**config.mk**
```make
export PLATFORM = sky130hd
export DESIGN_NAME = pssc_core
export DESIGN_NICKNAME = d
export VERILOG_FILES = /design/src/common/pssc_pkg.sv /design/src/common/pssc_in_if.sv /design/src/rtl/pssc_debounce.sv /design/src/rtl/pssc_core.sv
export SDC_FILE = /design/constraint.sdc
export NUM_CORES = 1
export LEC_CHECK = 0
export ABC_AREA = 0
export CAP_MARGIN = 20
export CORE_MARGIN = 1.5
export CORE_UTILIZATION = 50
export DETAILED_ROUTE_END_ITERATION = 10
export DONT_BUFFER_PORTS = 1
export PLACE_DENSITY = 0.74
export SLEW_MARGIN = 15
export SYNTH_ARGS = -nofsm -noshare
export SYNTH_HDL_FRONTEND = slang
export SYNTH_SLANG_ARGS = --single-unit
```
**constraint.sdc**
```tcl
create_clock -name ref_clk -period 2.6 [get_ports ref_clk]
set_input_delay 0.13 -clock ref_clk [delete_from_list [all_inputs] [get_ports ref_clk]]
set_output_delay 0.13 -clock ref_clk [all_outputs]
set_load 0.02 [all_outputs]
```
**src/common/pssc_pkg.sv**
```systemverilog
// pssc_pkg: shared constants and types for the pump start/stop supervisor.
// assumes a single 100 MHz clock domain and synchronous active-low reset.
`default_nettype none
package pssc_pkg;
  // ****************************************
  // source selection
  // ****************************************
  typedef enum logic [1:0] {
    PSSC_SRC_PANEL  = 2'h0,
    PSSC_SRC_WIRED  = 2'h1,
    PSSC_SRC_FBUS   = 2'h2,
    PSSC_SRC_FBWIRE = 2'h3
  } pssc_src_t;

  // ****************************************
  // timing
  // ****************************************
  localparam int unsigned PSSC_CLK_HZ = 100_000_000;
  localparam int unsigned PSSC_FB_TIMEOUT_S = 10;
  localparam longint unsigned PSSC_FB_TIMEOUT_CYC = longint'(PSSC_FB_TIMEOUT_S) * longint'(PSSC_CLK_HZ);
  localparam int unsigned PSSC_DEB_MS = 10;
  localparam int unsigned PSSC_DEB_CYC = PSSC_DEB_MS * (PSSC_CLK_HZ / 1000);
  localparam int unsigned PSSC_NUM_IN = 7;
  // input bit positions in the packed remote input vector
  localparam int unsigned PSSC_IN_START = 0;
  localparam int unsigned PSSC_IN_STOP = 1;
  localparam int unsigned PSSC_IN_ENABLE = 2;
  localparam int unsigned PSSC_IN_DIR = 3;
  localparam int unsigned PSSC_IN_FULL = 4;
  localparam int unsigned PSSC_IN_EMPTY = 5;
  localparam int unsigned PSSC_IN_LEAK = 6;

  typedef enum logic [2:0] {
    PSSC_ST_IDLE = 3'h1,
    PSSC_ST_RUN  = 3'h2,
    PSSC_ST_FAIL = 3'h4
  } pssc_state_t;
endpackage : pssc_pkg
`default_nettype wire

```
**src/common/pssc_in_if.sv**
```systemverilog
// pssc_in_if: carries clean remote input levels from the conditioner to the core.
// assumes both ends run on the same clock.
`timescale 1ns/1ns
`default_nettype none
interface pssc_in_if #(parameter int unsigned N = 7);
  logic [N-1:0] clean;
  modport src (output clean);
  modport dst (input clean);
endinterface : pssc_in_if
`default_nettype wire

```
**src/rtl/pssc_debounce.sv**
```systemverilog
// pssc_debounce: two-flop synchroniser and debounce for each remote input.
// assumes raw inputs are already active high (closed contact = 1).
`timescale 1ns/1ns
`default_nettype none
module pssc_debounce #(
  parameter int unsigned N = 7,
  parameter int unsigned DEB_CYC = 1_000_000
) (
  input wire logic ref_clk,
  input wire logic resetn,
  input wire logic ce,
  input wire logic [N-1:0] raw,
  pssc_in_if.src outs
);
  localparam int unsigned CW = $clog2(DEB_CYC + 1);
  typedef struct packed {
    logic [N-1:0] s1;
    logic [N-1:0] s2;
    logic [N-1:0] clean;
    logic [N-1:0][CW-1:0] cnt;
  } pssc_deb_t;
  pssc_deb_t st_q, st_d;

  // ****************************************
  // per-input filter
  // ****************************************
  always_comb begin
    st_d = st_q;
    st_d.s1 = raw;
    st_d.s2 = st_q.s1;
    for (int i = 0; i < int'(N); i++) begin
      // level must hold for the whole window before it is believed
      if (st_q.s2[i] == st_q.clean[i]) begin
        st_d.cnt[i] = '0;
      end else if (st_q.cnt[i] == CW'(DEB_CYC - 1)) begin
        st_d.cnt[i] = '0;
        st_d.clean[i] = st_q.s2[i];
      end else begin
        st_d.cnt[i] = st_q.cnt[i] + CW'(1);
      end
    end
  end

  always_ff @(posedge ref_clk) begin
    if (!resetn) begin
      st_q <= '0;
    end else if (ce) begin
      st_q <= st_d;
    end
  end

  assign outs.clean = st_q.clean;

  // ****************************************
  // checks
  // ****************************************
  sync_delay_a: assert property (@(posedge ref_clk) disable iff (!resetn)
    ce && $past(ce) && st_q.clean != $past(st_q.clean) |-> st_q.clean == $past(st_q.s2))
    else $error("clean level did not come from the second sync stage");
endmodule : pssc_debounce
`default_nettype wire

```
**src/rtl/pssc_core.sv**
```systemverilog
// pssc_core: pump run/stop, direction and alarm supervisor.
// assumes remote contacts arrive unsynchronised and active low (closed = 0),
// and that fieldbus run and message-valid strobes are synchronous to ref_clk.
// How it works
// - only the configured source commands run/stop; panel stop acts from any source
// - fieldbus run bit; 10 s silence stops
// - failsafe configured: timeout enters failsafe conditions
// - fieldbus-plus-wired: external stop forces off
// - panel stop beats everything
// - maintained: run only while start held
// - momentary: pulse latches run until stop
// - inhibit blocks remote start
// - remote stop closed permits; open stops
// - remote enable open disables wired start, stop and direction in wired source; alarms still act
// - direction open cw, closed ccw
// - direction changes only while stopped or in failsafe
// - any alarm input drives common alarm
`timescale 1ns/1ns
`default_nettype none
module pssc_core
  import pssc_pkg::*;
#(
  parameter longint unsigned FB_TIMEOUT_CYC = pssc_pkg::PSSC_FB_TIMEOUT_CYC,
  parameter int unsigned DEB_CYC = pssc_pkg::PSSC_DEB_CYC
) (
  input wire logic ref_clk,
  input wire logic resetn,
  input wire logic ce,
  input wire pssc_pkg::pssc_src_t src_sel,
  input wire logic maintained_mode,
  input wire logic failsafe_en,
  input wire logic failsafe_run,
  input wire logic failsafe_ccw,
  input wire logic panel_start,
  input wire logic panel_stop,
  input wire logic panel_ccw,
  input wire logic fb_run,
  input wire logic fb_ccw,
  input wire logic fb_msg_valid,
  input wire logic inhibit,
  input wire logic start_n,
  input wire logic stop_n,
  input wire logic enable_n,
  input wire logic dir_n,
  input wire logic dest_full_n,
  input wire logic src_empty_n,
  input wire logic leak_n,
  output logic motor_run,
  output logic motor_ccw,
  output logic alarm_out,
  output logic alarm_display,
  output logic fb_detected,
  output logic failsafe_active
);
  import pssc_pkg::*;
  localparam int unsigned TW = $clog2(FB_TIMEOUT_CYC + 1);

  // ****************************************
  // input conditioning
  // ****************************************
  pssc_in_if #(.N(PSSC_NUM_IN)) cond ();
  logic [PSSC_NUM_IN-1:0] raw;
  // open contact reads high, so inversion makes open = inactive
  assign raw = ~{leak_n, src_empty_n, dest_full_n, dir_n, enable_n, stop_n, start_n};

  pssc_debounce #(.N(PSSC_NUM_IN), .DEB_CYC(DEB_CYC)) u_deb (
    .ref_clk(ref_clk),
    .resetn(resetn),
    .ce(ce),
    .raw(raw),
    .outs(cond.src)
  );

  logic r_start, r_stop_ok, r_en, r_dir, r_full, r_empty, r_leak;
  assign r_start = cond.clean[PSSC_IN_START];
  assign r_stop_ok = cond.clean[PSSC_IN_STOP];
  assign r_en = cond.clean[PSSC_IN_ENABLE];
  assign r_dir = cond.clean[PSSC_IN_DIR];
  assign r_full = cond.clean[PSSC_IN_FULL];
  assign r_empty = cond.clean[PSSC_IN_EMPTY];
  assign r_leak = cond.clean[PSSC_IN_LEAK];

  // ****************************************
  // state
  // ****************************************
  typedef struct packed {
    pssc_state_t st;
    logic [TW-1:0] tmo;
    logic fb_ok;
    logic ccw;
    logic alarm;
    logic run;
    logic fs;
  } pssc_core_t;
  pssc_core_t s_q, s_d;

  logic wired_ok, want_run, stop_cond, start_req, next_ccw;
  always_comb begin
    s_d = s_q;
    // wired interlocks: enable and stop permissive both closed
    wired_ok = r_en && r_stop_ok;
    want_run = 1'b0;
    stop_cond = 1'b0;
    start_req = 1'b0;
    next_ccw = s_q.ccw;

    // fieldbus message watchdog
    if (fb_msg_valid) begin
      s_d.tmo = '0;
      s_d.fb_ok = 1'b1;
    end else if (s_q.tmo == TW'(FB_TIMEOUT_CYC - 1)) begin
      s_d.fb_ok = 1'b0;
    end else begin
      s_d.tmo = s_q.tmo + TW'(1);
    end

    unique case (src_sel)
      PSSC_SRC_PANEL: begin
        start_req = panel_start;
        next_ccw = panel_ccw;
      end
      PSSC_SRC_WIRED: begin
        start_req = wired_ok && r_start && !inhibit;
        stop_cond = !wired_ok || inhibit;
        if (maintained_mode && !r_start) begin
          stop_cond = 1'b1;
        end
        next_ccw = wired_ok ? r_dir : s_q.ccw;
      end
      PSSC_SRC_FBUS, PSSC_SRC_FBWIRE: begin
        want_run = fb_run && s_q.fb_ok;
        next_ccw = fb_ccw;
        if (src_sel == PSSC_SRC_FBWIRE && !r_stop_ok) begin
          want_run = 1'b0;
        end
      end
    endcase

    unique case (s_q.st)
      PSSC_ST_IDLE: begin
        s_d.ccw = next_ccw;
        if (src_sel == PSSC_SRC_FBUS || src_sel == PSSC_SRC_FBWIRE) begin
          if (want_run) begin
            s_d.st = PSSC_ST_RUN;
          end
        end else if (start_req && !stop_cond) begin
          s_d.st = PSSC_ST_RUN;
        end
      end
      PSSC_ST_RUN: begin
        if (src_sel == PSSC_SRC_FBUS || src_sel == PSSC_SRC_FBWIRE) begin
          if (!s_q.fb_ok && failsafe_en && r_stop_ok | (src_sel == PSSC_SRC_FBUS)) begin
            s_d.st = PSSC_ST_FAIL;
          end else if (!want_run) begin
            s_d.st = PSSC_ST_IDLE;
          end
        end else if (stop_cond) begin
          s_d.st = PSSC_ST_IDLE;
        end
      end
      PSSC_ST_FAIL: begin
        // leave failsafe on fresh traffic, failsafe withdrawn, a change to panel or wired source or an external stop
        if (s_q.fb_ok || !failsafe_en || src_sel == PSSC_SRC_PANEL || src_sel == PSSC_SRC_WIRED) begin
          s_d.st = PSSC_ST_IDLE;
        end else if (src_sel == PSSC_SRC_FBWIRE && !r_stop_ok) begin
          s_d.st = PSSC_ST_IDLE;
        end else begin
          s_d.ccw = failsafe_ccw;
        end
      end
      default: s_d.st = PSSC_ST_IDLE;
    endcase

    // failsafe with no fieldbus while idle also takes over
    if (s_q.st == PSSC_ST_IDLE && !s_q.fb_ok && failsafe_en
        && (src_sel == PSSC_SRC_FBUS || (src_sel == PSSC_SRC_FBWIRE && r_stop_ok))) begin
      s_d.st = PSSC_ST_FAIL;
    end

    if (panel_stop) begin
      s_d.st = PSSC_ST_IDLE;
    end

    s_d.alarm = r_full || r_empty || r_leak;
    // run and failsafe flags registered so the outputs come straight from flops
    s_d.run = (s_d.st == PSSC_ST_RUN) || (s_d.st == PSSC_ST_FAIL && failsafe_run);
    s_d.fs = s_d.st == PSSC_ST_FAIL;
  end

  always_ff @(posedge ref_clk) begin
    if (!resetn) begin
      s_q.st <= PSSC_ST_IDLE;
      s_q.tmo <= '0;
      s_q.fb_ok <= 1'b0;
      s_q.ccw <= 1'b0;
      s_q.alarm <= 1'b0;
      s_q.run <= 1'b0;
      s_q.fs <= 1'b0;
    end else if (ce) begin
      s_q <= s_d;
    end
  end

  assign motor_run = s_q.run;
  assign motor_ccw = s_q.ccw;
  assign alarm_out = s_q.alarm;
  assign alarm_display = s_q.alarm;
  assign fb_detected = s_q.fb_ok;
  assign failsafe_active = s_q.fs;

  // ****************************************
  // checks
  // ****************************************
  panel_stop_a: assert property (@(posedge ref_clk) disable iff (!resetn)
    ce && panel_stop |=> s_q.st == PSSC_ST_IDLE)
    else $error("panel stop did not stop the motor");
  fb_stop_a: assert property (@(posedge ref_clk) disable iff (!resetn)
    ce && src_sel == PSSC_SRC_FBWIRE && !r_stop_ok && s_q.st != PSSC_ST_IDLE |=> s_q.st == PSSC_ST_IDLE)
    else $error("external stop did not override fieldbus");
  dir_hold_a: assert property (@(posedge ref_clk) disable iff (!resetn)
    s_q.st == PSSC_ST_RUN && $past(s_q.st) == PSSC_ST_RUN |-> $stable(s_q.ccw))
    else $error("direction changed while running");
  inhibit_a: assert property (@(posedge ref_clk) disable iff (!resetn)
    ce && src_sel == PSSC_SRC_WIRED && inhibit && s_q.st == PSSC_ST_IDLE |=> s_q.st == PSSC_ST_IDLE)
    else $error("start accepted while inhibited");
  enable_a: assert property (@(posedge ref_clk) disable iff (!resetn)
    ce && src_sel == PSSC_SRC_WIRED && !r_en |=> s_q.st != PSSC_ST_RUN)
    else $error("wired run with remote enable open");
  alarm_a: assert property (@(posedge ref_clk) disable iff (!resetn)
    ce && (r_full || r_leak || r_empty) |=> alarm_out && alarm_display)
    else $error("alarm input not reflected");
  maint_a: assert property (@(posedge ref_clk) disable iff (!resetn)
    ce && src_sel == PSSC_SRC_WIRED && maintained_mode && !r_start |=> s_q.st == PSSC_ST_IDLE)
    else $error("maintained run without start held");
  fb_tmo_a: assert property (@(posedge ref_clk) disable iff (!resetn)
    ce && src_sel == PSSC_SRC_FBUS && !s_q.fb_ok && !failsafe_en |=> s_q.st == PSSC_ST_IDLE)
    else $error("fieldbus timeout did not stop motor");
  dir_follow_a: assert property (@(posedge ref_clk) disable iff (!resetn)
    ce && src_sel == PSSC_SRC_WIRED && s_q.st == PSSC_ST_IDLE && r_en && r_stop_ok |=> motor_ccw == $past(r_dir))
    else $error("wired direction not taken while stopped");
  ce_freeze_a: assert property (@(posedge ref_clk) disable iff (!resetn)
    !ce |=> $stable(s_q))
    else $error("state moved while clock enable low");
endmodule : pssc_core
`default_nettype wire

```
Yosys cells after proc, flatten, opt, wreduce, memory -nomap -nowiden. Cells that the tools add are included.

Flip-flop bits (word level): 199. Bits of input ports: 23. Output and inout port bits: 6. Logic and storage cells: 150.

Bitwise gates (word level): 9. Reductions and logical operators: 44. Add/subtract/negate cells: 8. Multiplexer cells: 39. Equality and inequality tests: 27.

Operators by type and width (count): two-way mux 20 bit (14); adder 20 x 1 -> 20 bit, second input constant (7); == test 20 bit, second input constant (7); two-way mux 3 bit (11); two-way mux 31 bit (1); adder 30 x 1 -> 30 bit, second input constant (1); == test 30 bit, second input constant (1); two-way mux 30 bit (1); AND reduction 3 bit (7); logical AND 1 bit (14); logical OR 1 bit (9); one-hot mux 3 bit (3 select lines) (1); two-way mux 1 bit (8); == test 1 bit (7); logical NOT 1 bit (7); inverter 1 bit (7); inverter 7 bit (1); == test 3 x 2 -> 1 bit, second input constant (2); == test 3 bit, second input constant (2); inequality test 2 bit, second input constant (3); AND reduction 5 bit (1); == test 2 bit, second input constant (2); one-hot mux 1 bit (2 select lines) (2); AND reduction 2 bit (2); other kinds (8) (9).

Logic depth before layout (Yosys ltp). Gate-level depths: netlist of the first run.

Word-level depth: 15. Gate-level depth with buffers: 8. Depth with buffers taken out: 6.

By module. Synthesis of the first run repeated with hierarchy kept, for this count alone.

Cell total of the unflattened synthesis: 1295. Area, all modules: 10537.6 um^2.

By module, submodules not included: pssc_debounce (area an instance 8355.5 um^2, seq. area each 3223.1 um^2, instances 1, cells each 1016); pssc_core (area an instance 2182.1 um^2, seq. area each 760.7 um^2, instances 1, cells each 279).

Worst setup path after synthesis of the first run. OpenSTA, ideal clock, no wires.

Path type: flip-flop to flip-flop. From: reg u_deb.st_q[127] in the netlist's numbering. To: reg u_deb.st_q[133] in the netlist's numbering. Buffers on the path: 1. Period minus slack after synthesis: 2.186 ns. Data arrival time: 2.064 ns. Data required time: 2.478 ns. Stages on the path, launching flop included: 7. Setup time: 0.122 ns. Path slack: 0.414 ns. Cells stage by stage: dfxtp_1 -> or4_1 -> or4_4 -> o21a_1 -> buf_6 -> and3_1 -> a221o_1.

Longest elaborated chain between the ends: 3. Elaborated cells between the ends (all ways): 4. Those cells by class: 1 x add/sub; 1 x eq/ne; 2 x mux.

Ends and longest elaborated chain: from (decl) (line pssc_debounce.sv:22) `pssc_deb_t st_q, st_d;`; from (signal assigned) (line pssc_debounce.sv:48) `st_q <= st_d;`; adder 20 x 1 -> 20 bit or == test 20 bit (tied branches) (line pssc_debounce.sv:39, pssc_debounce.sv:35); two-way mux 20 bit * (line pssc_debounce.sv:35) `end else if (st_q.cnt[i] == CW'(DEB_CYC - 1)) begin`; two-way mux 20 bit * (line pssc_debounce.sv:33) `if (st_q.s2[i] == st_q.clean[i]) begin`.

Every way passes the cells marked *; elsewhere a longest branch is shown, timed or not. A chain may end at the register's enable or synchronous reset.

Worst setup path after layout of the first run.
From: reg u_deb.st_q[127] in the netlist's numbering. To: reg u_deb.st_q[137] in the netlist's numbering.

The elaborated chain is that of the path after synthesis.

==> metrics, run 1 <==
cells on worst reg2reg path 6; Synth Flop Type dfxtp_1; fin area 11,200 sq um; Synth top area share around 40%; CTS tree done; Die ar. 21,000 sq um; Syn Nets 1,295; P_int 4.57 mW; worst IR drop on VDD between 0.5 and 0.6 mV; RSZ-0062 raised after global routing no; number of flops mapped to enable cells by yosys 0; CTS buffer count 17; fin crit share 91.6%; worst-margin pin slew 1010 ps; Slew Limit Headroom 32.2%; Placed Area 10,400 sq um; Switch Pwr 1.40 mW; CP Launch Type flip-flop; Clock Latency Late Sink 440 ps; Fin Setup TNS 0 ps; H-tree levels 4; largest family of logic cells by synthesized area simple AND/OR/NAND/NOR gates; TritonRoute pass-1 iters 5; CP Data Required Time 2890 ps; outcome finished clean; Initial Util between 50% and 60%; total track usage 23.6%; Fmax 0.420 GHz; post-synthesis async set-or-reset flop share 0%; mapped cell area 10,100 sq um; Synth Area in Compound Gates approximately a fifth; PnR worst setup slack 219 ps; Vias 9,419; first-pass GRT wire length just over 40,000 microns; largest buffer count on any clock path 2; internal reg-to-reg setup slack 220 ps; final-report setup violation count 0; Port-buffer cells 0; Die W 145 microns; share of post-route cells with drive strength above 1 6.71%; Post-CTS Resized 0; final WL between 20,000 and 25,000 microns; WHS 13.7 ps; CTS clock-pin slew for the worst setup and hold paths ~80 ps; vias in the first global route 8,485; area added between synthesis and finish 11.2%; crit path time final 2380 ps; detailed placement HPWL 16,000 microns; initial drt markers between 600 and 700; Ys Warns 0; total power draw 5.96 mW; nets 1,299; grt total ovfl 0; Synth area leaders dfxtp_1 (40%), nand2_1 (5.9%), a31oi_1 (4.9%); leakage 3.59 nW; worst min path class in -> reg; Seq pwr share 51.9%; via/cell ratio 6.08; clock power share 43.8%; clock root cell clkbuf_16; Core Box Area 19,600 sq um; Hold Fails Final Rpt 0; worst path arrival time 2670 ps; XOR/XNOR share of the synthesized area 4.95%; pwr/cell area 532 nW/um^2; Synth Area in Simple Gates between 30% and 40%; Crit. End Element flip-flop; crit path max fanout 10; post-layout util around 57%; Yosys top cell by area dfxtp_1; Commonest cells post-synth dfxtp_1 (199), nand2_1 (159), a21oi_1 (87), nand3_1 (87), nor2_1 (85); critical path class reg -> reg; Setup WS pre-CTS 247 ps; switching part of the total 23.4%; Max Cap Viol 0; Gate power share 4.2%; Placer Congestion 0.884; fin cells 1,548; count leader, synth dfxtp_1; antenna viol nets, final 0; Worst Skew 11.3 ps; hold path depth 2; io pins 29; post-synthesis cell count 1,264; CTS sink count 199; Die H 145 microns; post-synth cell types 68; initial antenna violation count 1; largest net degree at the start of global routing 50; max-slew violations 0; synthesized flop and latch total 199; DRC 0; sequential share of the synthesized area 39.5%; row cnt 51; mux cell area share after synthesis 2.10%; Placed Instances 1,492; Routed WL per cell 15.9 microns; Syn Area/Cell 7.97 sq um; adder-cell share of the synthesized area 0.993%
## layout by cell type (no fill, tap or decap), types with 10 or more instances in the layout
master | synthesis | routed
a31oi_1 | 79 | 79
buf_4 | 1 | 26
nand4_1 | 45 | 45
or4b_2 | 11 | 11
nand3_1 | 87 | 87
xor2_1 | 26 | 26
a41oi_1 | 10 | 10
clkbuf_16 | 0 | 17
dlygate4sd3_1 | 0 | 21
nand2b_1 | 18 | 18
xnor2_1 | 31 | 31
inv_1 | 20 | 20
and2_1 | 11 | 11
nor3_1 | 31 | 31
nand2_1 | 159 | 158
and3_1 | 27 | 27
a21oi_1 | 87 | 87
o21ai_0 | 76 | 76
nor4_1 | 28 | 28
and4_1 | 15 | 15
dfxtp_1 | 199 | 199
mux2i_1 | 20 | 20
or3_1 | 16 | 16
nor2_1 | 85 | 84
## power groups by stage
stage	Clock, mW	Sequential (mW)	Combinational (mW)
6_report	2.61	3.10	0.252
5_1_grt	2.79	3.10	0.278
4_1_cts	2.66	3.09	0.251
3_5_place_dp	0	3.17	0.198
3_3_place_gp	0	3.16	0.195
2_1_floorplan	0	3.16	0.161
## layer usage
| layer | global-route usage, % | wire length [microns] | up-vias | share of wire (%) |
|---|---|---|---|---|
| met5 | 0 | 0 | - | 0 |
| met4 | 7.78 | 403 | 0 | 1.6 |
| met3 | 4.78 | 1230 | 35 | 5.0 |
| met2 | 37.2 | 11200 | 240 | 46 |
| met1 | 32.3 | 11700 | 4440 | 48 |
| li1 | - | - | 4704 | - |
## worst max-delay path, stage by stage (launching register included)
cell     delay, ps
dfxtp_1        370
or4_1          530
or4_4          550
o21a_1         310
buf_4          220
a41oi_1        200
a31oi_1         60
## state kept, by name, summed over array words and instances (netlist names)
name,flops
u_deb.st_q,147
failsafe_active,1
u_deb.outs.clean,7
u_deb.st_d,7
s_q,33
motor_run,1
motor_ccw,1
alarm_display,1
fb_detected,1
## logic make-up after synthesis
| logic type | after synthesis |
|---|---|
| simple gates | 582 |
| compound gates | 312 |
| flops | 199 |
| buf+inv | 85 |
| xor+xnor | 57 |
| mux | 21 |
| fa+ha+maj | 8 |
## worst paths after layout
| path | startpoint | end |
|---|---|---|
| setup reg to reg | u_deb.st_q[127] | u_deb.st_q[137] |
| setup / recovery | u_deb.st_q[127] | u_deb.st_q[137] |
| hold / removal | resetn | u_deb.outs.clean[6] |
| hold reg to reg | u_deb.st_q[19] | u_deb.st_q[19] |
## timing repair
action | CTS | global route
hold buffers | 22 | 0
hold endpoints to repair | 65 | 0
setup buffers | 0 | 0
## final cells by class
class | count | area (sq um)
timing repair buffer | 49 | 445
sequential | 199 | 3980
multi-input combinational | 980 | 5780
antenna | 2 | 5.00
clock inverter | 12 | 116
inverter | 21 | 78.8
clock buffer | 20 | 467
fill | 1806 | 8380
tap | 265 | 332
Power figures use the tool's default switching activity.
==> run 2: changes to the inputs <==
- PLACE_DENSITY: 0.74 -> 0.77
- clock period: 2.6 -> 2 ns (I/O delays scaled with it)
==> run 2 against run 1 <==
Net effect: setup slack got worse by 400 ps; the run now ends with setup timing left; power rose by 36%; maximum frequency up 9.1%; critical endpoint is now u_deb.st_q[133].
==> metrics, run 2 (synthesized netlist as in run 1, its figures left out) <==
Crit. End Element flip-flop; fin cells 1,677; Die ar. 21,000 sq um; CTS clock-pin slew for the worst setup and hold paths 70 ps; worst min path class in -> reg; start point of the worst hold path ce; share of post-route cells with drive strength above 1 about a fifth; Largest Register u_deb.st_q; Clock Latency Late Sink roughly 440 ps; worst path arrival time 2510 ps; total power draw 8.13 mW; Worst Skew 14.5 ps; Routed WL per cell 16.2 microns; Max Cap Viol 0; CP Launch Type flip-flop; pwr/cell area 639 nW/um^2; CTS tree done; initial drt markers 633; Reg-to-Reg Start u_deb.st_q[132]; grt total ovfl 0; clock root cell clkbuf_16; outcome complete, but fails checks; largest buffer count on any clock path 2; Slew Limit Headroom 37.7%; failing checks setup timing; H-tree levels 4; Die H 145 microns; Placed Instances 1,604; CP Data Required Time around 2300 ps; CTS buffer count 17; Core Box Area 19,600 sq um; first-pass GRT wire length 44,400 microns; Die W 145 microns; met3 routed WL ~1600 microns; detailed placement HPWL 17,400 microns; RSZ-0062 raised after global routing yes; final WL between 20,000 and 30,000 microns; total track usage about a quarter; initial antenna violation count 1; row cnt 51; PnR worst setup slack -183 ps; Initial Util 51.4%; area added between synthesis and finish 26.3%; Port-buffer cells 0; nets 1,428; Hold Fails Final Rpt 0; Vias 10,045; antenna viol nets, final 0; fin crit share 109%; max-slew violations 0; crit path time final 2180 ps; DRC 0; TritonRoute pass-1 iters 7; Largest register FFs between 100 and 150; worst IR drop on VDD 0.462 mV; crit path max fanout 4; final-report setup violation count 13; commonest non-fill, non-tap cell in the layout dfxtp_1; critical path class reg -> reg; wire length on met2 roughly 13,000 microns; vias in the first global route 9,377; via/cell ratio 5.99; largest net degree at the start of global routing 52; Placer Congestion 0.848; Fmax 0.458 GHz; Routed met1 length 11,900 microns; worst-margin pin slew 927 ps; uppermost layer routed met4; leakage 4.45 nW; CTS sink count 199; most frequent cells in the layout dfxtp_1 (183), nand2_1 (156), buf_4 (139); largest registers u_deb.st_q x147, s_q x33; io pins 29; CP startpoint u_deb.st_q[132]
run 2: cell types whose count changed in the layout (fill, tap and decap cells not counted), sizes merged:
cell | before | now
clkinvlp | 5 | 3
clkbuf | 20 | 19
dlygate4sd3 | 21 | 24
dlymetal6s4s | 0 | 1
bufinv | 1 | 4
buf | 28 | 149
a211oi | 13 | 17
run 2: power by group:
group	switching, mW	internal (mW)	leakage (nW)
logic	0.236	0.145	2.53
clock network	1.56	2.18	0.307
registers	0.0318	3.98	1.62
run 2: worst max-delay path, stage by stage (launching register included):
cell,delay [ps]
dfxtp_2,320
or4b_1,520
or4_4,570
o21a_4,250
and3_4,170
a221o_1,250
run 2: final cells by class:
cell class,instances,area (sq um)
fillers,1609,6860
multi-input cells,984,6190
flip-flops and latches,199,4010
repair buffers,174,1470
clock buffers,19,453
well taps,265,332
clock inverters,13,191
inverters,21,78.8
diodes,2,5.00
run 2: final timing paths:
kind,cells after the start,endpoint,slack (ps)
worst min-delay path,4,u_deb.st_q[24],9
worst max register to register,5,u_deb.st_q[133],-180
worst max-delay path,5,u_deb.st_q[133],-180
worst min register to register,1,u_deb.st_q[82],480
run 2: through the flow:
step	TNS (ps)	setup WS (ps)	hold slack (ps)	util, %	area (sq um)
2_1_floorplan	-1220	-179	199	-	10200
3_3_place_gp	-1580	-169	201	58.0	11400
3_5_place_dp	-2850	-195	204	58.0	11400
4_1_cts	-1200	-130	8.39	63.2	12400
5_1_grt	-1850	-209	43.6	64.9	12700
6_report	-1360	-183	8.97	65.0	12700
run 2: metal layers:
layer	track usage (%)	vias up
li1	-	4968
met1	32.1	4769
met2	42.9	267
met3	4.50	41
met4	8.14	0
met5	0	-
run 2: what timing repair did:
action,CTS,global route
cloned,1,3
setup buffers,2,7
endpoints found under the setup margin,48,71
pin swaps,14,27
hold buffers,24,3
resized for setup,24,62
endpoints found under the hold margin,69,1
